**src/cmp_consts.svh**
```systemverilog
`ifndef CMP_CONSTS_SVH
`define CMP_CONSTS_SVH
`define CTRL0_ADDR    32'h0000_0000
`define PORT_ADDR     32'h0000_0004
`define BIT_ENABLE    7
`define BIT_RESULT    6
`define BIT_PIN_EN    5
`define BIT_INVERT    4
`define BIT_SPEED     2
`define BIT_HYST      1
`define BIT_SYNC      0
`define CTRL0_RESET   8'h04
`define CTRL0_WMASK   8'hB7
`endif

```
**src/cmp_pkg.sv**
```systemverilog
package cmp_pkg;
  typedef enum logic {
    BUS_IDLE,
    BUS_DATA
  } bus_phase_type;
endpackage

```
**src/cmp_ctrl.sv**
```systemverilog
// How it works
// - uninverted result is one when positive exceeds negative
// - invert bit flips result everywhere
// - pin driven when pin enable and direction clear
// - pin enable clear keeps result internal
// - speed select resets one, one is fast
// - hysteresis bit resets zero, one enables
// - port read returns zero for analog pins
// - enable bit powers comparator and connects inputs
// - latch uses the prescaled timer clock
`timescale 1ns/1ps
`include "cmp_consts.svh"
module cmp_ctrl import cmp_pkg::*; #(
  parameter int PINS = 8
) (
  input  wire logic            clk_i,
  input  wire logic            srst_i,
  input  wire logic [31:0]     haddr_i,
  input  wire logic [1:0]      htrans_i,
  input  wire logic            hwrite_i,
  input  wire logic [2:0]      hsize_i,
  input  wire logic            hsel_i,
  input  wire logic            hready_i,
  input  wire logic [31:0]     hwdata_i,
  output logic [31:0]          hrdata_o,
  output logic                 hreadyout_o,
  output logic                 hresp_o,
  input  wire logic            cmp_raw_i,
  input  wire logic            timer_clk_i,
  input  wire logic [PINS-1:0] pin_level_i,
  input  wire logic [PINS-1:0] pin_analog_i,
  input  wire logic            pin_direction_i,
  output logic                 pin_out_o,
  output logic                 pin_oe_n_o,
  output logic                 timer_result_o,
  output logic                 comparator_enable_o,
  output logic                 speed_power_select_o,
  output logic                 hysteresis_enable_o
);
  // read data is one word, so at most 32 port pins
  if (PINS < 1 || PINS > 32) begin : g_pins_bad
    $error("PINS must be 1..32");
  end

  logic [7:0]    ctrl_r;
  logic          result_r;
  logic          synced_q;
  logic          path_nxt;
  bus_phase_type phase_r;
  logic          wr_r;
  logic [31:0]   addr_r;

  wire cmp_live = cmp_raw_i & ctrl_r[`BIT_ENABLE];
  wire inv_res  = cmp_live ^ ctrl_r[`BIT_INVERT];
  wire take     = hsel_i && hready_i && htrans_i[1];

  // internal result latched every cycle
  always_ff @(posedge clk_i) begin
    if (srst_i) result_r <= 1'b0;
    else        result_r <= inv_res;
  end

  cmp_sync_latch u_sync (
    .clk_i  (clk_i),
    .srst_i (srst_i),
    .tick_i (timer_clk_i),
    .d_i    (inv_res),
    .q_o    (synced_q)
  );

  // registered, so the unsynchronised path lags one cycle
  always_comb begin
    path_nxt = ctrl_r[`BIT_SYNC] ? synced_q : inv_res;
  end

  always_ff @(posedge clk_i) begin
    if (srst_i) begin
      pin_out_o      <= 1'b0;
      pin_oe_n_o     <= 1'b1;
      timer_result_o <= 1'b0;
    end else begin
      timer_result_o <= path_nxt;
      pin_out_o      <= path_nxt;
      // enable bit deliberately not in this term
      pin_oe_n_o <= !(ctrl_r[`BIT_PIN_EN] && !pin_direction_i);
    end
  end

  always_ff @(posedge clk_i) begin
    if (srst_i) begin
      comparator_enable_o  <= 1'b0;
      speed_power_select_o <= 1'b1;
      hysteresis_enable_o  <= 1'b0;
    end else begin
      comparator_enable_o  <= ctrl_r[`BIT_ENABLE];
      speed_power_select_o <= ctrl_r[`BIT_SPEED];
      hysteresis_enable_o  <= ctrl_r[`BIT_HYST];
    end
  end

  // bus address phase capture
  always_ff @(posedge clk_i) begin
    if (srst_i) begin
      phase_r <= BUS_IDLE;
      wr_r    <= 1'b0;
      addr_r  <= 32'h0000_0000;
    end else if (hready_i) begin
      phase_r <= take ? BUS_DATA : BUS_IDLE;
      wr_r    <= take && hwrite_i;
      addr_r  <= haddr_i;
    end
  end

  always_ff @(posedge clk_i) begin
    if (srst_i) begin
      ctrl_r <= `CTRL0_RESET;
    end else if (phase_r == BUS_DATA && wr_r && addr_r == `CTRL0_ADDR) begin
      ctrl_r <= hwdata_i[7:0] & `CTRL0_WMASK;
    end
  end

  // read data formed in the address phase; zero wait states
  always_ff @(posedge clk_i) begin
    if (srst_i) begin
      hrdata_o <= 32'h0000_0000;
    end else if (take && !hwrite_i) begin
      if (haddr_i == `CTRL0_ADDR) begin
        hrdata_o <= {24'h000000, ctrl_r[7], result_r, ctrl_r[5:4], 1'b0, ctrl_r[2:0]};
      end else if (haddr_i == `PORT_ADDR) begin
        hrdata_o <= 32'(pin_level_i & ~pin_analog_i);
      end else begin
        hrdata_o <= 32'h0000_0000;
      end
    end
  end

  always_ff @(posedge clk_i) begin
    if (srst_i) begin
      hreadyout_o <= 1'b0;
      hresp_o     <= 1'b0;
    end else begin
      hreadyout_o <= 1'b1;
      hresp_o     <= 1'b0;
    end
  end

  // values seen at the first edge after release
  a_reset_speed: assert property (@(posedge clk_i)
    $fell(srst_i) |-> speed_power_select_o && !hysteresis_enable_o)
    else $error("bad reset of speed or hysteresis");
  a_oe_reset: assert property (@(posedge clk_i)
    $fell(srst_i) |-> pin_oe_n_o)
    else $error("pin driven straight after reset");

  // pin drive
  a_pin_gate: assert property (@(posedge clk_i) disable iff (srst_i)
    !pin_oe_n_o |-> $past(ctrl_r[`BIT_PIN_EN]) && !$past(pin_direction_i))
    else $error("pin driven without enable");
  a_pin_off: assert property (@(posedge clk_i) disable iff (srst_i)
    !ctrl_r[`BIT_PIN_EN] |=> pin_oe_n_o)
    else $error("pin driven while disabled");
  a_pin_on: assert property (@(posedge clk_i) disable iff (srst_i)
    ctrl_r[`BIT_PIN_EN] && !pin_direction_i |=> !pin_oe_n_o)
    else $error("pin not driven while enabled");

  // result and polarity
  a_polarity: assert property (@(posedge clk_i) disable iff (srst_i)
    1 |=> result_r == (($past(cmp_raw_i) && $past(ctrl_r[`BIT_ENABLE]))
                       != $past(ctrl_r[`BIT_INVERT])))
    else $error("result polarity wrong");
  a_uninv: assert property (@(posedge clk_i) disable iff (srst_i)
    ctrl_r[7] && !ctrl_r[4] && cmp_raw_i ##1 !srst_i |-> result_r)
    else $error("result not one");
  a_disabled: assert property (@(posedge clk_i) disable iff (srst_i)
    !ctrl_r[`BIT_ENABLE] && !ctrl_r[`BIT_INVERT] |=> !result_r)
    else $error("disabled comparator reads one");
  a_invert_idle: assert property (@(posedge clk_i) disable iff (srst_i)
    !ctrl_r[`BIT_ENABLE] && ctrl_r[`BIT_INVERT] |=> result_r)
    else $error("inverted idle result not one");

  // timer and pin path, control outputs
  a_async_path: assert property (@(posedge clk_i) disable iff (srst_i)
    !ctrl_r[`BIT_SYNC] |=> timer_result_o == $past(inv_res))
    else $error("async path wrong");
  a_sync_hold: assert property (@(posedge clk_i) disable iff (srst_i)
    ctrl_r[`BIT_SYNC] && $stable(ctrl_r) && $stable(synced_q)
      |=> timer_result_o == $past(synced_q))
    else $error("sync path wrong");
  a_sync_still: assert property (@(posedge clk_i) disable iff (srst_i)
    ctrl_r[`BIT_SYNC] && !($past(timer_clk_i) && !timer_clk_i) ##1 ctrl_r[`BIT_SYNC]
      |=> $stable(timer_result_o))
    else $error("synchronised result moved without timer fall");
  a_enable_copy: assert property (@(posedge clk_i) disable iff (srst_i)
    1 |=> comparator_enable_o == $past(ctrl_r[`BIT_ENABLE]))
    else $error("enable output does not follow its bit");
  a_power_copy: assert property (@(posedge clk_i) disable iff (srst_i)
    1 |=> speed_power_select_o == $past(ctrl_r[`BIT_SPEED])
      && hysteresis_enable_o == $past(ctrl_r[`BIT_HYST]))
    else $error("speed or hysteresis output wrong");

  // register bus
  a_bit3_zero: assert property (@(posedge clk_i) disable iff (srst_i)
    !ctrl_r[3] && !ctrl_r[6])
    else $error("unimplemented bit stored");
  a_write_lands: assert property (@(posedge clk_i) disable iff (srst_i)
    phase_r == BUS_DATA && wr_r && addr_r == `CTRL0_ADDR
      |=> ctrl_r == ($past(hwdata_i[7:0]) & `CTRL0_WMASK))
    else $error("control write lost");
  a_ctrl_read: assert property (@(posedge clk_i) disable iff (srst_i)
    take && !hwrite_i && haddr_i == `CTRL0_ADDR
      |=> !hrdata_o[3] && hrdata_o[6] == $past(result_r) && hrdata_o[31:8] == 24'h000000)
    else $error("control read wrong");
  a_port_zero: assert property (@(posedge clk_i) disable iff (srst_i)
    take && !hwrite_i && haddr_i == `PORT_ADDR
      |=> (hrdata_o[PINS-1:0] & $past(pin_analog_i)) == '0)
    else $error("analog pin read nonzero");
  a_unmapped_zero: assert property (@(posedge clk_i) disable iff (srst_i)
    take && !hwrite_i && haddr_i != `CTRL0_ADDR && haddr_i != `PORT_ADDR |=> hrdata_o == '0)
    else $error("unmapped read nonzero");
  a_ready_up: assert property (@(posedge clk_i) disable iff (srst_i)
    !$past(srst_i) |-> hreadyout_o && !hresp_o)
    else $error("bus not ready or not okay");

  c_write: cover property (@(posedge clk_i) phase_r == BUS_DATA && wr_r);
  c_pin_drive: cover property (@(posedge clk_i) !pin_oe_n_o);
  c_sync_upd: cover property (@(posedge clk_i) ctrl_r[0] && $changed(synced_q));
  c_port_read: cover property (@(posedge clk_i) take && !hwrite_i && haddr_i == `PORT_ADDR);
  c_inverted: cover property (@(posedge clk_i) ctrl_r[`BIT_INVERT] && result_r);
endmodule

```
**src/cmp_sync_latch.sv**
```systemverilog
`timescale 1ns/1ps
module cmp_sync_latch (
  input  wire logic clk_i,
  input  wire logic srst_i,
  input  wire logic tick_i,
  input  wire logic d_i,
  output logic      q_o
);
  logic tick_prev_r;
  always_ff @(posedge clk_i) begin
    if (srst_i) begin
      tick_prev_r <= 1'b0;
      q_o         <= 1'b0;
    end else begin
      tick_prev_r <= tick_i;
      // update only on a falling edge of the prescaled timer clock
      if (tick_prev_r && !tick_i) begin
        q_o <= d_i;
      end
    end
  end

  a_latch_hold: assert property (@(posedge clk_i) disable iff (srst_i)
    !(tick_prev_r && !tick_i) |=> $stable(q_o))
    else $error("latch moved without timer fall");
endmodule

```
**config.mk**
```make
export PLATFORM = sky130hd
export DESIGN_NAME = cmp_ctrl
export DESIGN_NICKNAME = d
export VERILOG_FILES = /design/src/cmp_pkg.sv /design/src/cmp_ctrl.sv /design/src/cmp_sync_latch.sv
export VERILOG_INCLUDE_DIRS = /design/src
export SDC_FILE = /design/constraint.sdc
export NUM_CORES = 1
export LEC_CHECK = 0
export BUFFER_PORTS_ARGS = -buffer_cell sky130_fd_sc_hd__buf_2
export CORE_MARGIN = 4
export CORE_UTILIZATION = 50
export CTS_BUF_LIST = sky130_fd_sc_hd__clkbuf_4 sky130_fd_sc_hd__clkbuf_8
export DETAILED_ROUTE_END_ITERATION = 6
export PLACE_DENSITY = 0.88
export SLEW_MARGIN = 30
export SYNTH_ARGS = -nofsm -noshare
export SYNTH_HDL_FRONTEND = slang
export SYNTH_SLANG_ARGS = --single-unit
export TNS_END_PERCENT = 30
```
**constraint.sdc**
```tcl
create_clock -name clk_i -period 2.5 [get_ports clk_i]
set_input_delay 0.125 -clock clk_i [delete_from_list [all_inputs] [get_ports clk_i]]
set_output_delay 0.125 -clock clk_i [all_outputs]
set_load 0.05 [all_outputs]
```
==> flow_summary.json <==
{
  "rr_endpoint": "ctrl_r[7]$_SDFFE_PP0P_",
  "cts_root_buffer": "clkbuf_8",
  "synth_xor_area_frac": 0.00348,
  "fillers": 415,
  "synth_simple_gate_area_frac": 0.233,
  "drive_gt1_frac": 0.285,
  "postCtsSetupBuffers": 0,
  "hpwl_um": 4370,
  "die_x_um": 78.9,
  "rsz0062_at_grt": "false",
  "seq_area_frac_synth": 0.454,
  "path_clk_slew_ns": 0.07,
  "dieArea_sq_mm": 0.00623,
  "clk_path_buf_depth": 2,
  "worstHoldPathCells": 2,
  "drv_slew": 0,
  "worst_pin_slew_ns": 0.639,
  "leakagePower_nw": 1.41,
  "crit_family": "simple AND/OR/NAND/NOR gates",
  "fmaxAchievable_ghz": 0.544,
  "relSlewSlack": 0.574,
  "end_kind": "register",
  "async_flop_share": 0,
  "netlist.area_leader.share": 0.454,
  "core_area_sq_mm": 0.00479,
  "synth_edf_count": 0,
  "area_growth_pct": 20.9,
  "ir_drop_uv": 415,
  "crit_buf_inv": 0,
  "cpPeakStageDelay_ns": 0.46,
  "fin_cells": 421,
  "pin_count": 133,
  "synth_cells": 272,
  "yosys.area.top_type": "dfxtp_1",
  "hold_viol": 0,
  "netlist_area_sq_mm": 0.00251,
  "place_inst": 404,
  "viasPerCell": 5.08,
  "antenna_found_initial": 0,
  "yosysWarningCount": 0,
  "overflow": 0,
  "synth-seq-cells": 57,
  "fin_setup_tns_ns": 0,
  "detailroute.via_count": 2137,
  "fin_crit_ns": 1.84,
  "synth.top_cells.by_count": "dfxtp_1 (57), nor2_1 (42), mux2i_1 (32), buf_4 (26), a21oi_1 (14)",
  "fin_crit_sh": 0.736,
  "yosys_most_used_dff": "dfxtp_1",
  "crit_type": "reg2reg",
  "yosysMostFrequentCell": "dfxtp_1",
  "required_ns": 2.72,
  "worst_slack_ns": 0.661,
  "multiInputGateArea_sq_mm": 0.00118,
  "grt_max_degree": 37,
  "die_h_um": 78.9,
  "regToRegSetupSlack_ns": 0.66,
  "start_util": 0.525,
  "muxShareOfSynthArea": 0.136,
  "clock_latency_ns": 0.33,
  "synth_compound_area_frac": 0.0597,
  "place_ws_ns": 0.682,
  "port_buffers": 77,
  "skew_ns": 0.00572,
  "worstHoldStart": "timer_clk_i",
  "place.gp.congestion": 0.790,
  "rows": 25,
  "power_mw": 2.07,
  "rr_worst_depth": 4,
  "cts_tree": "built",
  "drv_cap": 0,
  "reg2reg_from": "addr_r[3]$_SDFFE_PP0P_",
  "finalNetCount": 442,
  "n_antenna_cell": 0,
  "crit_chain": "nor4_1 -> nand4_1 -> nor3_2 -> mux2_2",
  "min_to": "u_sync.tick_prev_r$_SDFF_PP0_",
  "crit_slowest_cell": "nor4_1",
  "grt_pass1_wl_um": 9210,
  "avgSynthCellArea_sq_um": 9.25,
  "cts_num_sinks": 57,
  "drtIter0Drc": 37,
  "track_usage": 0.193,
  "ant_nets": 0,
  "grt_pass1_vias": 2099,
  "synth.distinct_cells": 35,
  "synth_top_family_by_area": "simple AND/OR/NAND/NOR gates",
  "setup_viol": 0,
  "cp-start-kind": "register",
  "power_density_mw_per_mm2": 681,
  "post-route-drc-count": 0,
  "run_status": "complete, no violations",
  "cts_buffers": 9,
  "ctsHtreeMaxLevel": 3,
  "synth.area.top_cells": "dfxtp_1 (45%), mux2i_1 (13%), buf_4 (7.8%)",
  "synth-adder-area-share": 0,
  "drt_pass1_iterations": 4,
  "routed_wl_um": 5880,
  "final-seq-area_sq_mm": 0.00114,
  "cp_max_fo": 4,
  "wire_per_inst_um": 14.0,
  "hp-class": "in2reg",
  "cp.arrival_ns": 2.06
}
## cells by family after synthesis
logic type             count (synthesis)
buffers and inverters                 46
flip-flops                            57
XOR/XNOR                               1
AO/OA/AOI/OAI                         27
AND/OR/NAND/NOR                      106
other                                  1
multiplexers                          34
## timing repair
item | 4_1_cts | 5_1_grt
hold endpoints to repair | 1 | 0
gates resized for setup | 0 | 0
hold buffers | 1 | 0
setup endpoints to repair | 0 | 0
## sequential cells by signal (all words and copies together), names as in the netlist
signal	cells
result_r	1
u_sync.q_o	1
hreadyout_o	1
addr_r	32
ctrl_r	6
hysteresis_enable_o	1
phase_r	1
pin_oe_n_o	1
u_sync.tick_prev_r	1
wr_r	1
hrdata_o	8
comparator_enable_o	1
timer_result_o	1
speed_power_select_o	1
## area by class of cell
class                   count  area share
clock buffers              10      0.0452
clock inverters             6      0.0189
inverters                   8     0.00987
multi-input cells         193       0.388
flip-flops and latches     57       0.375
well taps                  67      0.0276
repair buffers             80       0.135
## layer usage
layer	part of all wire	wire length, um	GRT usage	vias up
met1	0.42	2460	0.216	971
li1	-	-	-	1052
met2	0.47	2770	0.322	98
met4	0.028	163	0.129	0
met3	0.082	484	0.0522	16
met5	0	0	0	-
## layout by cell type, fill, tap and decap left out, drive strengths merged
cell         netlist  final
a31oi              1      1
and4               2      2
inv                8      8
dlygate4sd3        0      1
nand4b             1      1
and3               2      2
o21ai              6      6
nor3               2      2
clkinv             0      4
conb               1     25
nand2             12     12
clkinvlp           0      1
a21oi             14     14
nand4             13     13
nand2b             2      2
mux2               2      2
o31ai              3      3
or4                3      3
xnor2              1      1
nor4b              2      2
buf               31     79
or3                2      2
nor2b              4      4
nand3b             6      6
a211oi             2      2
dfxtp             57     57
nor2              43     43
o22ai              1      1
bufinv             0      1
mux2i             32     32
nor4               9      9
nand3              3      3
clkbuf             7     10
## power by group
part	internal, mW	switching (mW)	leakage, nW	total (mW)
Combinational	0.0883	0.186	0.843	0.274
Sequential	0.943	0.0186	0.467	0.961
Clock	0.479	0.357	0.102	0.836
Total	1.51	0.561	1.41	2.07
## worst max path at each step
stage | startpoint | cells past startpoint | end | slack, ns
2_1_floorplan | addr_r[0]$_SDFFE_PP0P_ | 4 | ctrl_r[7]$_SDFFE_PP0P_ | 1.01
3_3_place_gp | addr_r[22]$_SDFFE_PP0P_ | 4 | ctrl_r[7]$_SDFFE_PP0P_ | 0.76
3_5_place_dp | addr_r[3]$_SDFFE_PP0P_ | 4 | ctrl_r[7]$_SDFFE_PP0P_ | 0.68
4_1_cts | addr_r[3]$_SDFFE_PP0P_ | 4 | ctrl_r[7]$_SDFFE_PP0P_ | 0.68
5_1_grt | addr_r[3]$_SDFFE_PP0P_ | 4 | ctrl_r[7]$_SDFFE_PP0P_ | 0.55
6_report | addr_r[3]$_SDFFE_PP0P_ | 4 | ctrl_r[7]$_SDFFE_PP0P_ | 0.66
## per-stage QoR
stage	utilization	instance area [sq um]	hold slack, ns
final	0.636	3040	0.0401
after global routing	0.636	3040	0.0372
after CTS	0.636	3040	0.0283
after detailed placement	0.593	2840	0.316
after global placement	0.593	2840	0.315
after floorplan	-	2610	0.227
No activity file was read; power rests on OpenSTA's default activity.
